## src/common/atacd_pkg.sv

```systemverilog
// Function
// RULE1 - Decode E5, E3, E1; drive select only (the code also uses count for E3)
// RULE2 - Decode E2, E0, E6; drive select only
// RULE3 - Reads C8/C9, C4, 20/21, 40/41 with LBA
// RULE4 - Writes CA, C5, 30 with LBA
// RULE5 - Security F1..F6 use drive select only
// RULE6 - Decode 90, E7, EC, 10; drive select
// RULE7 - 91 uses count and full device/head
// RULE8 - Any 7x is seek, cylinder plus head
// RULE9 - EF takes subcommand from feature field
// RULE10 - C6 takes block size from count
// RULE11 - B0 health read uses four fields (the code uses five: feature, count, secnum, cyl, drive select)
// RULE12 - Used fields are valid arguments only
// RULE13 - Full device/head: select and head used
// RULE14 - Select-only: head field is disregarded
// RULE15 - LBA commands pack address from fields
// RULE16 - Health data has vendor IDs E5,E8,EA,EB
// RULE17 - Vendor attributes report flash wear data
// RULE18 - Unsupported opcode aborts, no transfer
// RULE19 - Host loads fields before writing opcode
package atacd_pkg;
  // Register byte addresses
  localparam logic [7:0] ADDR_FEATURE = 8'h00;
  localparam logic [7:0] ADDR_COUNT = 8'h04;
  localparam logic [7:0] ADDR_SECNUM = 8'h08;
  localparam logic [7:0] ADDR_CYL = 8'h0c;
  localparam logic [7:0] ADDR_DEVHEAD = 8'h10;
  localparam logic [7:0] ADDR_COMMAND = 8'h14;
  localparam logic [7:0] ADDR_STATUS = 8'h18;
  localparam logic [7:0] ADDR_USAGE = 8'h1c;
  localparam logic [7:0] ADDR_LBA = 8'h20;
  localparam logic [7:0] ADDR_ATTR_SEL = 8'h24;
  localparam logic [7:0] ADDR_ATTR_DATA = 8'h28;
  localparam logic [7:0] ADDR_ATTR_LOAD = 8'h2c;
  // Device/head layout
  localparam int DH_LBA_BIT = 6;
  localparam int DH_DRV_BIT = 4;
  // Status bits
  localparam int ST_DONE = 0;
  localparam int ST_ABORT = 1;
  localparam int ST_XFER = 2;
  localparam int ST_LBA = 3;
  // Usage mask bits
  localparam int U_FEAT = 0;
  localparam int U_COUNT = 1;
  localparam int U_SECNUM = 2;
  localparam int U_CYL = 3;
  localparam int U_DRV = 4;
  localparam int U_HEAD = 5;
  localparam int U_LBA = 6;
  // Vendor attribute identifiers
  localparam logic [7:0] ATTR_FLASH_ID = 8'he5;
  localparam logic [7:0] ATTR_FW = 8'he8;
  localparam logic [7:0] ATTR_ERASE = 8'hea;
  localparam logic [7:0] ATTR_BLOCKS = 8'heb;
  localparam int NUM_ATTR = 6;
  localparam logic [31:0] ATTR_RESET = 32'h0000_0000;

  typedef enum logic [4:0] {
    ATACD_NONE = 5'h00, ATACD_CHKPWR = 5'h01, ATACD_IDLE = 5'h02, ATACD_IDLEI = 5'h03,
    ATACD_STBY = 5'h04, ATACD_STBYI = 5'h05, ATACD_SLEEP = 5'h06, ATACD_RDMA = 5'h07,
    ATACD_RMUL = 5'h08, ATACD_RSEC = 5'h09, ATACD_RVER = 5'h0a, ATACD_WDMA = 5'h0b,
    ATACD_WMUL = 5'h0c, ATACD_WSEC = 5'h0d, ATACD_SECUR = 5'h0e, ATACD_DIAG = 5'h0f,
    ATACD_FLUSH = 5'h10, ATACD_IDENT = 5'h11, ATACD_RECAL = 5'h12, ATACD_INITP = 5'h13,
    ATACD_SEEK = 5'h14, ATACD_SETF = 5'h15, ATACD_SETMUL = 5'h16, ATACD_SMART = 5'h17,
    ATACD_BAD = 5'h18
  } atacd_cmd_t;

  typedef struct packed {
    atacd_cmd_t cmd;
    logic [6:0] use_mask;
    logic xfer;
    logic abort;
  } atacd_dec_t;

  typedef struct packed {
    logic [7:0] feature;
    logic [7:0] count;
    logic [7:0] secnum;
    logic [15:0] cyl;
    logic [7:0] devhead;
  } atacd_tf_t;
endpackage

```

## src/design/atacd_decode.sv

```systemverilog
`timescale 1ns/100ps
module atacd_decode
  import atacd_pkg::*;
(
  input wire logic [7:0] opcode_i,
  output atacd_dec_t dec_o
);
  localparam logic [6:0] M_D = 7'h10;
  localparam logic [6:0] M_RW = 7'h7e;

  always_comb begin
    dec_o = '{cmd: ATACD_NONE, use_mask: M_D, xfer: 1'b0, abort: 1'b0};
    if (opcode_i[7:4] == 4'h7) begin
      dec_o.cmd = ATACD_SEEK; // [RULE8]
      dec_o.use_mask = 7'h38; // [RULE13]
    end else begin
      unique case (opcode_i)
        8'he5: dec_o.cmd = ATACD_CHKPWR; // [RULE1]
        8'he3: begin
          dec_o.cmd = ATACD_IDLE; // [RULE1]
          dec_o.use_mask = 7'h12;
        end
        8'he1: dec_o.cmd = ATACD_IDLEI; // [RULE1]
        8'he2: dec_o.cmd = ATACD_STBY; // [RULE2]
        8'he0: dec_o.cmd = ATACD_STBYI; // [RULE2]
        8'he6: dec_o.cmd = ATACD_SLEEP; // [RULE2]
        8'hc8, 8'hc9: begin
          dec_o.cmd = ATACD_RDMA; // [RULE3]
          dec_o.use_mask = M_RW;
          dec_o.xfer = 1'b1;
        end
        8'hc4: begin
          dec_o.cmd = ATACD_RMUL; // [RULE3]
          dec_o.use_mask = M_RW;
          dec_o.xfer = 1'b1;
        end
        8'h20, 8'h21: begin
          dec_o.cmd = ATACD_RSEC; // [RULE3]
          dec_o.use_mask = M_RW;
          dec_o.xfer = 1'b1;
        end
        8'h40, 8'h41: begin
          dec_o.cmd = ATACD_RVER; // [RULE3]
          dec_o.use_mask = M_RW;
        end
        8'hca: begin
          dec_o.cmd = ATACD_WDMA; // [RULE4]
          dec_o.use_mask = M_RW;
          dec_o.xfer = 1'b1;
        end
        8'hc5: begin
          dec_o.cmd = ATACD_WMUL; // [RULE4]
          dec_o.use_mask = M_RW;
          dec_o.xfer = 1'b1;
        end
        8'h30: begin
          dec_o.cmd = ATACD_WSEC; // [RULE4]
          dec_o.use_mask = M_RW;
          dec_o.xfer = 1'b1;
        end
        8'hf1, 8'hf2, 8'hf3, 8'hf4, 8'hf5, 8'hf6: dec_o.cmd = ATACD_SECUR; // [RULE5]
        8'h90: dec_o.cmd = ATACD_DIAG; // [RULE6]
        8'he7: dec_o.cmd = ATACD_FLUSH; // [RULE6]
        8'hec: begin
          dec_o.cmd = ATACD_IDENT; // [RULE6]
          dec_o.xfer = 1'b1;
        end
        8'h10: dec_o.cmd = ATACD_RECAL; // [RULE6]
        8'h91: begin
          dec_o.cmd = ATACD_INITP; // [RULE7]
          dec_o.use_mask = 7'h32;
        end
        8'hef: begin
          dec_o.cmd = ATACD_SETF; // [RULE9]
          dec_o.use_mask = 7'h11;
        end
        8'hc6: begin
          dec_o.cmd = ATACD_SETMUL; // [RULE10]
          dec_o.use_mask = 7'h12;
        end
        8'hb0: begin
          dec_o.cmd = ATACD_SMART; // [RULE11]
          dec_o.use_mask = 7'h1f;
          dec_o.xfer = 1'b1;
        end
        default: begin
          dec_o.cmd = ATACD_BAD; // [RULE18]
          dec_o.use_mask = 7'h00;
          dec_o.abort = 1'b1;
        end
      endcase
    end
  end
endmodule

```

## src/design/atacd_top.sv

```systemverilog
// Decided for this implementation: the address map and register access over AXI4-Lite.
`timescale 1ns/100ps
module atacd_top
  import atacd_pkg::*;
#(
  parameter int ADDR_W = 8
) (
  input wire logic CLK_SYS_I,
  input wire logic RST_I,
  input wire logic [ADDR_W-1:0] S_AXI_AWADDR_I,
  input wire logic S_AXI_AWVALID_I,
  output logic S_AXI_AWREADY_O,
  input wire logic [31:0] S_AXI_WDATA_I,
  input wire logic [3:0] S_AXI_WSTRB_I,
  input wire logic S_AXI_WVALID_I,
  output logic S_AXI_WREADY_O,
  output logic [1:0] S_AXI_BRESP_O,
  output logic S_AXI_BVALID_O,
  input wire logic S_AXI_BREADY_I,
  input wire logic [ADDR_W-1:0] S_AXI_ARADDR_I,
  input wire logic S_AXI_ARVALID_I,
  output logic S_AXI_ARREADY_O,
  output logic [31:0] S_AXI_RDATA_O,
  output logic [1:0] S_AXI_RRESP_O,
  output logic S_AXI_RVALID_O,
  input wire logic S_AXI_RREADY_I,
  output logic CMD_STROBE_O,
  output atacd_cmd_t CMD_KIND_O,
  output logic [7:0] CMD_OPCODE_O,
  output atacd_tf_t CMD_ARGS_O,
  output logic [27:0] CMD_LBA_O,
  output logic CMD_LBA_MODE_O,
  output logic [6:0] CMD_USE_O
);
  if (ADDR_W < 8) begin : g_bad_addr_w
    $error("ADDR_W must be at least 8");
  end

  ////////////////////////////////////////////////////////////////////////////
  // Write channel: address and data taken in either order
  logic aw_held;
  logic w_held;
  logic [7:0] aw_addr;
  logic [31:0] w_data;
  logic [3:0] w_strb;
  logic wr_go;

  assign S_AXI_AWREADY_O = !aw_held && !S_AXI_BVALID_O;
  assign S_AXI_WREADY_O = !w_held && !S_AXI_BVALID_O;
  assign wr_go = aw_held && w_held && !S_AXI_BVALID_O;

  always_ff @(posedge CLK_SYS_I) begin
    if (RST_I) begin
      aw_held <= 1'b0;
      aw_addr <= 8'h00;
    end else if (S_AXI_AWVALID_I && S_AXI_AWREADY_O) begin
      aw_held <= 1'b1;
      aw_addr <= S_AXI_AWADDR_I[7:0];
    end else if (wr_go) begin
      aw_held <= 1'b0;
    end
  end

  always_ff @(posedge CLK_SYS_I) begin
    if (RST_I) begin
      w_held <= 1'b0;
      w_data <= 32'h0000_0000;
      w_strb <= 4'h0;
    end else if (S_AXI_WVALID_I && S_AXI_WREADY_O) begin
      w_held <= 1'b1;
      w_data <= S_AXI_WDATA_I;
      w_strb <= S_AXI_WSTRB_I;
    end else if (wr_go) begin
      w_held <= 1'b0;
    end
  end

  function automatic logic wr_known(input logic [7:0] a);
    return a inside {ADDR_FEATURE, ADDR_COUNT, ADDR_SECNUM, ADDR_CYL, ADDR_DEVHEAD,
                     ADDR_COMMAND, ADDR_ATTR_SEL, ADDR_ATTR_LOAD};
  endfunction

  always_ff @(posedge CLK_SYS_I) begin
    if (RST_I) begin
      S_AXI_BVALID_O <= 1'b0;
      S_AXI_BRESP_O <= 2'b00;
    end else if (wr_go) begin
      S_AXI_BVALID_O <= 1'b1;
      S_AXI_BRESP_O <= wr_known(aw_addr) ? 2'b00 : 2'b10;
    end else if (S_AXI_BREADY_I) begin
      S_AXI_BVALID_O <= 1'b0;
    end
  end

  ////////////////////////////////////////////////////////////////////////////
  // Task file; fields latched as written, opcode write starts decode
  atacd_tf_t tf;
  logic cmd_wr;
  logic [7:0] sel_attr;
  logic [31:0] attr [NUM_ATTR];

  assign cmd_wr = wr_go && aw_addr == ADDR_COMMAND && w_strb[0];

  always_ff @(posedge CLK_SYS_I) begin
    if (RST_I) begin
      tf <= '0;
    end else if (wr_go && w_strb[0]) begin
      if (aw_addr == ADDR_FEATURE) tf.feature <= w_data[7:0];
      if (aw_addr == ADDR_COUNT) tf.count <= w_data[7:0];
      if (aw_addr == ADDR_SECNUM) tf.secnum <= w_data[7:0];
      if (aw_addr == ADDR_DEVHEAD) tf.devhead <= w_data[7:0];
      if (aw_addr == ADDR_CYL) tf.cyl[7:0] <= w_data[7:0];
    end
    if (!RST_I && wr_go && w_strb[1] && aw_addr == ADDR_CYL) tf.cyl[15:8] <= w_data[15:8];
  end

  // Vendor attribute table: loaded by firmware, read back at ADDR_ATTR_DATA
  always_ff @(posedge CLK_SYS_I) begin
    if (RST_I) begin
      sel_attr <= 8'h00;
    end else if (wr_go && w_strb[0] && aw_addr == ADDR_ATTR_SEL) begin
      sel_attr <= w_data[7:0];
    end
  end

  always_ff @(posedge CLK_SYS_I) begin
    if (RST_I) begin
      for (int i = 0; i < NUM_ATTR; i++) attr[i] <= ATTR_RESET;
    end else if (wr_go && aw_addr == ADDR_ATTR_LOAD && sel_attr < 8'(NUM_ATTR)) begin
      attr[sel_attr[2:0]] <= w_data; // [RULE17]
    end
  end

  // Attribute slot to ID: flash id, two erase counts, two block counts, firmware
  function automatic logic [7:0] attr_id(input logic [2:0] s);
    case (s)
      3'h0: return ATTR_FLASH_ID; // [RULE16]
      3'h1, 3'h2: return ATTR_ERASE;
      3'h3, 3'h4: return ATTR_BLOCKS;
      default: return ATTR_FW;
    endcase
  endfunction

  ////////////////////////////////////////////////////////////////////////////
  // Decode and issue; head masked for select-only commands
  atacd_dec_t dec;
  logic [7:0] opcode;
  logic [7:0] status;

  atacd_decode u_dec (
    .opcode_i(w_data[7:0]),
    .dec_o(dec)
  );

  always_ff @(posedge CLK_SYS_I) begin
    if (RST_I) begin
      CMD_STROBE_O <= 1'b0;
      CMD_KIND_O <= ATACD_NONE;
      CMD_OPCODE_O <= 8'h00;
      CMD_ARGS_O <= '0;
      CMD_LBA_O <= 28'h000_0000;
      CMD_LBA_MODE_O <= 1'b0;
      CMD_USE_O <= 7'h00;
      status <= 8'h00;
      opcode <= 8'h00;
    end else begin
      CMD_STROBE_O <= cmd_wr && !dec.abort; // [RULE18]
      if (cmd_wr) begin
        opcode <= w_data[7:0];
        CMD_KIND_O <= dec.cmd;
        CMD_OPCODE_O <= w_data[7:0];
        CMD_USE_O <= dec.use_mask;
        // Unused fields zeroed so downstream never sees stale arguments
        CMD_ARGS_O.feature <= dec.use_mask[U_FEAT] ? tf.feature : 8'h00; // [RULE12] [RULE9]
        CMD_ARGS_O.count <= dec.use_mask[U_COUNT] ? tf.count : 8'h00; // [RULE10] [RULE7]
        CMD_ARGS_O.secnum <= dec.use_mask[U_SECNUM] ? tf.secnum : 8'h00;
        CMD_ARGS_O.cyl <= dec.use_mask[U_CYL] ? tf.cyl : 16'h0000;
        CMD_ARGS_O.devhead <= {3'b000, dec.use_mask[U_DRV] & tf.devhead[DH_DRV_BIT],
                               dec.use_mask[U_HEAD] ? tf.devhead[3:0] : 4'h0}; // [RULE13] [RULE14]
        CMD_LBA_MODE_O <= dec.use_mask[U_LBA] && tf.devhead[DH_LBA_BIT]; // [RULE15]
        CMD_LBA_O <= (dec.use_mask[U_LBA] && tf.devhead[DH_LBA_BIT]) ?
                     {tf.devhead[3:0], tf.cyl, tf.secnum} : 28'h000_0000; // [RULE15]
        status <= {4'h0, dec.use_mask[U_LBA] && tf.devhead[DH_LBA_BIT],
                   dec.xfer && !dec.abort, dec.abort, 1'b1}; // [RULE18]
      end
    end
  end

  ////////////////////////////////////////////////////////////////////////////
  // Read channel
  logic [31:0] rd_val;
  logic rd_ok;

  always_comb begin
    rd_ok = 1'b1;
    unique case (S_AXI_ARADDR_I[7:0])
      ADDR_FEATURE: rd_val = {24'h0, tf.feature};
      ADDR_COUNT: rd_val = {24'h0, tf.count};
      ADDR_SECNUM: rd_val = {24'h0, tf.secnum};
      ADDR_CYL: rd_val = {16'h0, tf.cyl};
      ADDR_DEVHEAD: rd_val = {24'h0, tf.devhead};
      ADDR_COMMAND: rd_val = {24'h0, opcode};
      ADDR_STATUS: rd_val = {24'h0, status};
      ADDR_USAGE: rd_val = {25'h0, CMD_USE_O};
      ADDR_LBA: rd_val = {4'h0, CMD_LBA_O};
      ADDR_ATTR_SEL: rd_val = {24'h0, sel_attr};
      ADDR_ATTR_DATA: rd_val = (sel_attr < 8'(NUM_ATTR)) ?
                               attr[sel_attr[2:0]] : 32'h0000_0000;
      ADDR_ATTR_LOAD: rd_val = (sel_attr < 8'(NUM_ATTR)) ?
                               {24'h0, attr_id(sel_attr[2:0])} : 32'h0000_0000; // [RULE16]
      default: begin
        rd_val = 32'h0000_0000;
        rd_ok = 1'b0;
      end
    endcase
  end

  assign S_AXI_ARREADY_O = !S_AXI_RVALID_O;

  always_ff @(posedge CLK_SYS_I) begin
    if (RST_I) begin
      S_AXI_RVALID_O <= 1'b0;
      S_AXI_RDATA_O <= 32'h0000_0000;
      S_AXI_RRESP_O <= 2'b00;
    end else if (S_AXI_ARVALID_I && S_AXI_ARREADY_O) begin
      S_AXI_RVALID_O <= 1'b1;
      S_AXI_RDATA_O <= rd_val;
      S_AXI_RRESP_O <= rd_ok ? 2'b00 : 2'b10;
    end else if (S_AXI_RREADY_I) begin
      S_AXI_RVALID_O <= 1'b0;
    end
  end

  ////////////////////////////////////////////////////////////////////////////
  // Checks
  property p_abort_no_strobe;
    @(posedge CLK_SYS_I) disable iff (RST_I)
      cmd_wr && dec.abort |=> !CMD_STROBE_O && status[ST_ABORT] && !status[ST_XFER];
  endproperty
  a_abort_no_strobe: assert property (p_abort_no_strobe) else $error("abort missed"); // [RULE18]
  property p_abort_use;
    @(posedge CLK_SYS_I) disable iff (RST_I)
      cmd_wr && dec.abort |=> CMD_USE_O == 7'h00 && CMD_KIND_O == ATACD_BAD;
  endproperty
  a_abort_use: assert property (p_abort_use) else $error("bad opcode kept fields"); // [RULE18]
  property p_seek;
    @(posedge CLK_SYS_I) disable iff (RST_I)
      cmd_wr && w_data[7:4] == 4'h7 |=> CMD_STROBE_O && CMD_KIND_O == ATACD_SEEK;
  endproperty
  a_seek: assert property (p_seek) else $error("7x not seek"); // [RULE8]
  property p_head_masked;
    @(posedge CLK_SYS_I) disable iff (RST_I)
      CMD_STROBE_O && !CMD_USE_O[U_HEAD] |-> CMD_ARGS_O.devhead[3:0] == 4'h0;
  endproperty
  a_head_masked: assert property (p_head_masked) else $error("head leaked"); // [RULE14]
  property p_head_kept;
    @(posedge CLK_SYS_I) disable iff (RST_I)
      cmd_wr && dec.use_mask[U_HEAD] |=> CMD_ARGS_O.devhead[3:0] == $past(tf.devhead[3:0]);
  endproperty
  a_head_kept: assert property (p_head_kept) else $error("head lost"); // [RULE13]
  property p_unused_zero;
    @(posedge CLK_SYS_I) disable iff (RST_I)
      CMD_STROBE_O && !CMD_USE_O[U_FEAT] |-> CMD_ARGS_O.feature == 8'h00;
  endproperty
  a_unused_zero: assert property (p_unused_zero) else $error("unused field"); // [RULE12]
  property p_lba;
    @(posedge CLK_SYS_I) disable iff (RST_I)
      CMD_STROBE_O && CMD_LBA_MODE_O |-> CMD_LBA_O[7:0] == CMD_ARGS_O.secnum;
  endproperty
  a_lba: assert property (p_lba) else $error("lba mismatch"); // [RULE15]
  property p_read_kind;
    @(posedge CLK_SYS_I) disable iff (RST_I)
      cmd_wr && w_data[7:0] == 8'hc9 |=> CMD_KIND_O == ATACD_RDMA && CMD_USE_O == 7'h7e;
  endproperty
  a_read_kind: assert property (p_read_kind) else $error("c9 decode"); // [RULE3]
  property p_setf;
    @(posedge CLK_SYS_I) disable iff (RST_I)
      cmd_wr && w_data[7:0] == 8'hef |=> CMD_ARGS_O.feature == $past(tf.feature);
  endproperty
  a_setf: assert property (p_setf) else $error("feature lost"); // [RULE9]
  c_abort: cover property (@(posedge CLK_SYS_I) cmd_wr && dec.abort);
  c_lba: cover property (@(posedge CLK_SYS_I) CMD_STROBE_O && CMD_LBA_MODE_O);
  c_smart: cover property (@(posedge CLK_SYS_I) CMD_STROBE_O && CMD_KIND_O == ATACD_SMART);
endmodule

```

## config.mk

```make
export PLATFORM = sky130hd
export DESIGN_NAME = atacd_top
export DESIGN_NICKNAME = d
export VERILOG_FILES = /design/src/common/atacd_pkg.sv /design/src/design/atacd_decode.sv /design/src/design/atacd_top.sv
export SDC_FILE = /design/constraint.sdc
export NUM_CORES = 1
export LEC_CHECK = 0
export BUFFER_PORTS_ARGS = -buffer_cell sky130_fd_sc_hd__buf_4
export CORE_AREA = 3 3 257 133
export DETAILED_ROUTE_END_ITERATION = 8
export DIE_AREA = 0 0 260 136
export MAX_ROUTING_LAYER = met4
export PLACE_DENSITY = 0.84
export SLEW_MARGIN = 20
export SYNTH_ARGS = -nofsm -noshare
export SYNTH_HDL_FRONTEND = slang
export SYNTH_SLANG_ARGS = --single-unit
export TNS_END_PERCENT = 1
```

## constraint.sdc

```tcl
create_clock -name CLK_SYS_I -period 9.89 [get_ports CLK_SYS_I]
set_clock_uncertainty 0.15 [all_clocks]
set_input_delay 0.4945 -clock CLK_SYS_I [delete_from_list [all_inputs] [get_ports CLK_SYS_I]]
set_output_delay 0.4945 -clock CLK_SYS_I [all_outputs]
set_load 0.01 [all_outputs]
```

==> summary by stage <==
Floorplan
The region available for standard cell placement spans 31700 µm². In this run the horizontal extent of the chip is 260 µm. The initial core utilization is 0.644. In this run the count of I/O pins placed on the die edge is 198. The overall die height is 136 µm.

The initialized floorplan defines 46 standard-cell rows. The floorplan step defined a die boundary enclosing 35400 µm².

Finish
The post-route cell area is 23800 µm². From synthesis to final layout, the design area changed by 16.6%. The number of nets in the final layout is 1973. The multi-input logic area is 7490 µm².

In the final layout, the share of cells above drive strength 1 is 0.215. The sequential cells in the finished layout cover a total of 12500 µm². Counting the fill cells in the layout gives 1985. 0 antenna diodes ended up in the layout.

Synth
Of the post-synthesis cell area, the dominant cell type holds 0.388. The cell with the most instances after synthesis is sky130_fd_sc_hd__edfxtp_1. In the post-synthesis netlist, the biggest area contributors are sky130_fd_sc_hd__edfxtp_1, sky130_fd_sc_hd__dfxtp_1, sky130_fd_sc_hd__mux4_2, sky130_fd_sc_hd__nand2_1, sky130_fd_sc_hd__nor2_1.

During synthesis, Yosys emitted a total of 0 warnings. The number of enable flip-flop cells after synthesis is 264. After synthesis, the share of flip-flops with an asynchronous set or reset is 0.

The dominant synthesized flop cell is sky130_fd_sc_hd__edfxtp_1. Dividing the synthesized area by the synthesized cell count gives 12.0 µm². The number of distinct library cells after synthesis is 72.

The cell type with the largest total area after synthesis is sky130_fd_sc_hd__edfxtp_1. Counting flops and latches in the post-synthesis netlist gives 493. The synthesized area is 20400 µm². Ranked by instance count, the synthesized netlist is headed by sky130_fd_sc_hd__edfxtp_1, sky130_fd_sc_hd__dfxtp_1, sky130_fd_sc_hd__nand2_1, sky130_fd_sc_hd__nor2_1, sky130_fd_sc_hd__clkbuf_1.

Of the synthesized area, sequential elements account for 0.613. The number of cells produced by synthesis is 1708.

Worst setup path
The worst stage delay on the critical path is 1.08 ns. The worst register-to-register path ends at attr[1][6]. The worst setup path is launched from a flop. The most numerous cell type found on the critical path is sky130_fd_sc_hd__buf_4. The largest driver fanout on the critical path is 37. The signal on the critical path passes through a211oi_2, nand4_1, nor3_4, buf_4, nand3_2, nand2_1, buf_4. At the worst endpoint, the required time is 9.99 ns. The arrival time of data at the critical path endpoint is 4.94 ns.

The worst path buffer plus inverter count is 2. Grouping stages by cell kind, the critical path spends the most delay in simple AND/OR/NAND/NOR gates. The setup path with the least slack is of type reg2reg. STA classifies the critical path endpoint as a flop. The cell with the largest stage delay on the worst path is sky130_fd_sc_hd__nand2_1.

In this run the critical register-to-register path is launched from sel_attr[2]. In this run the register-to-register setup slack is 5.04 ns. The number of cells on the worst reg-to-reg path is 7.

Hold path
The min-delay analysis places its worst path in the category in2reg. The hold path depth is 3. The startpoint of the lowest-slack hold path is S_AXI_WDATA_I[24]. The worst hold path endpoint is w_data[24].

Global routing
The number of global-route vias before repair is 15000. The all-layer global routing usage is 0.342. For this run, global-route usage on met3 was measured as 0.0547.

The number of antenna violations at the first check in global routing is 0. Global routing finished with a remaining overflow of 0. The wire length of the first global-routing pass is 88.3 mm. The layer flagged by global routing as most heavily used is met2. Entering global routing, the biggest net connects 70 pins. The global routing met1 resource utilization is 0.435. The met2 usage in global routing is 0.547.

Place
The number of buffers inserted by port buffering is 190. The placed standard-cell area is 22400 µm². The HPWL after detailed placement is 36.2 mm. The congestion estimate from routability-driven global placement came to 0.975.

Detailed routing
For this block, the initial DRC count from the detailed router was 1971. Summed over all layers, the routed wires come to 58.6 mm. After detailed routing, the average wire length per cell comes to 24.6 µm. The routed layout has 15200 vias. The number of DRC violations after detailed routing is 0. The residual antenna-violating net count after detailed routing is 0. The average vias per placed instance is 6.40. The first-pass iteration count of the detailed router is 8.

STA
The number of max-slew violations in the final report is 0. The final number of hold-violating endpoints is 0. The routed design could run at a clock period as short as 4.85 ns.

The part of the cycle the worst path needs is 0.490. The worst slew slack as a fraction of its limit is 0.257. Setup repair after global routing left no endpoint under its margin. Derived from the worst setup path, the maximum achievable clock frequency is 0.206 GHz. For the final routed database, the setup TNS stands at 0 ns. Setup violations remaining at the end of the flow were counted as 0. The transition at the pin with the smallest max-transition slack is 1.11 ns.

Clock tree
The clock passes through at most 3 buffers. TritonCTS created 42 clock buffers. TritonCTS built the clock tree. The count of hold-fix buffers inserted at cts is 0. Clock-pin slew was measured on the worst setup and hold paths at 0.07 ns. The buffer cell driving the clock tree root is sky130_fd_sc_hd__clkbuf_16. For the worst-skew pair, the clock arrives at the later sink with an insertion delay of 0.58 ns. The clock net in this run drives a total of 493 sinks.

The number of gates resized after cts is 0. The clock tree synthesis step divided the H-tree into 2 levels. Once the clock tree was built, the setup fixing pass inserted 0 buffers.

Power and ir drop
The largest voltage drop on the vdd net is 0.0000979 V. The share of total power dissipated in sequential elements is 0.534. Of the total power, combinational logic draws 0.053.

In this run the power spent charging and discharging nets is 0.935 mW. The reported leakage power is 9.18 nW. Of the total power, the share spent switching nets is 0.224.

Dividing total power by cell area gives a power density of 176 nW/µm². Of the total power, the clock network draws 0.414. Internal power comes to 3.24 mW.

Job
The reported max-cap violation count is 0.

Status
The run finished with clean final reports.
[power by group through the flow]
stage / Sequential (mW) / Clock (mW) / Combinational, mW
detailed placement: 2.27 / 0 / 0.212
CTS: 2.23 / 1.73 / 0.215
global route: 2.23 / 1.81 / 0.234
floorplan: 2.27 / 0 / 0.129
finish: 2.23 / 1.73 / 0.220
global placement: 2.27 / 0 / 0.210
[layout make-up]
cell class	count	area share
clock buffers	55	0.0490
clock inverters	20	0.0105
inverters	40	0.00631
multi-input cells	1112	0.315
flip-flops and latches	493	0.526
well taps	432	0.0227
repair buffers	225	0.0709
[metal layers]
metal	share of wire	vias up	wire, µm
li1	-	6617	-
met4	0.051	0	2980
met2	0.47	948	27800
met3	0.10	217	5960
met1	0.37	7429	21800
met5	0	-	0
[cell usage in the layout, fill, tap and decap left out, types with 8 or more instances in the layout]
master	count
sky130_fd_sc_hd__nor3_1	32
sky130_fd_sc_hd__a22o_1	71
sky130_fd_sc_hd__nor4_1	8
sky130_fd_sc_hd__a222oi_1	8
sky130_fd_sc_hd__nand3_1	32
sky130_fd_sc_hd__nor2_1	203
sky130_fd_sc_hd__nand4_1	8
sky130_fd_sc_hd__edfxtp_1	264
sky130_fd_sc_hd__dfxtp_1	226
sky130_fd_sc_hd__a221oi_1	18
sky130_fd_sc_hd__mux2_2	28
sky130_fd_sc_hd__a211oi_1	12
sky130_fd_sc_hd__a22oi_1	17
sky130_fd_sc_hd__a21oi_1	87
sky130_fd_sc_hd__and2_1	45
sky130_fd_sc_hd__nand2_1	207
sky130_fd_sc_hd__nand2b_1	10
sky130_fd_sc_hd__inv_1	40
sky130_fd_sc_hd__mux2i_1	49
sky130_fd_sc_hd__conb_1	69
sky130_fd_sc_hd__clkinv_2	9
sky130_fd_sc_hd__a31oi_1	8
sky130_fd_sc_hd__clkbuf_16	43
sky130_fd_sc_hd__o21ai_0	24
sky130_fd_sc_hd__buf_4	225
sky130_fd_sc_hd__mux4_2	64
[worst max path at each step]
stage	depth (start not counted)	slack, ns	from	endpoint
2_1_floorplan	4	5.78	sel_attr[2]	attr[5][0]
3_3_place_gp	7	5.29	sel_attr[3]	attr[1][0]
3_5_place_dp	7	5.17	sel_attr[2]	attr[1][0]
4_1_cts	7	5.19	sel_attr[2]	attr[1][6]
5_1_grt	7	4.88	sel_attr[3]	attr[1][0]
6_report	7	5.04	sel_attr[2]	attr[1][6]
[worst reg2reg max path: stages (launching register included)]
cell and delay (ns):
sky130_fd_sc_hd__dfxtp_1 0.46, sky130_fd_sc_hd__a211oi_2 0.46, sky130_fd_sc_hd__nand4_1 0.29, sky130_fd_sc_hd__nor3_4 0.19
sky130_fd_sc_hd__buf_4 0.53, sky130_fd_sc_hd__nand3_2 0.91, sky130_fd_sc_hd__nand2_1 1.08, sky130_fd_sc_hd__buf_4 0.45
[through the flow]
stage               hold WS, ns  power [mW]  cells  setup WS (ns)   util
CTS                      0.0101        4.18   2377           5.19  0.751
finish                   0.0191        4.18   2377           5.04  0.751
floorplan                 0.286        2.39   1776           5.78      -
global placement          0.288        2.48   2302           5.29  0.706
detailed placement        0.311        2.49   2302           5.17  0.706
global route             0.0186        4.28   2377           4.88  0.751
[cell families (layout without fill, tap and decap cells)]
kind of cell,count (synthesis),count (layout),share of synthesized area
AND/OR/NAND/NOR,609,609,0.140
flip-flops,493,493,0.613
AO/OA/AOI/OAI,292,292,0.102
buffers and inverters,171,340,0.0344
multiplexers,141,141,0.110
other,1,69,0.000184
XOR/XNOR,1,1,0.000429
[state kept, by name (all words and copies together), names as in the netlist, named ones only]
signal	flops
tf	48
CMD_STROBE_O	1
aw_held	1
status	3
S_AXI_BVALID_O	1
CMD_LBA_O	28
S_AXI_RRESP_O	1
w_held	1
w_data	32
S_AXI_RVALID_O	1
S_AXI_BRESP_O	1
opcode	8
CMD_USE_O	7
aw_addr	8
CMD_LBA_MODE_O	1
attr	256
CMD_KIND_O	5
S_AXI_RDATA_O	32
w_strb	2
sel_attr	8
CMD_ARGS_O	45
Note: power is estimated with default switching activity, not from simulation.
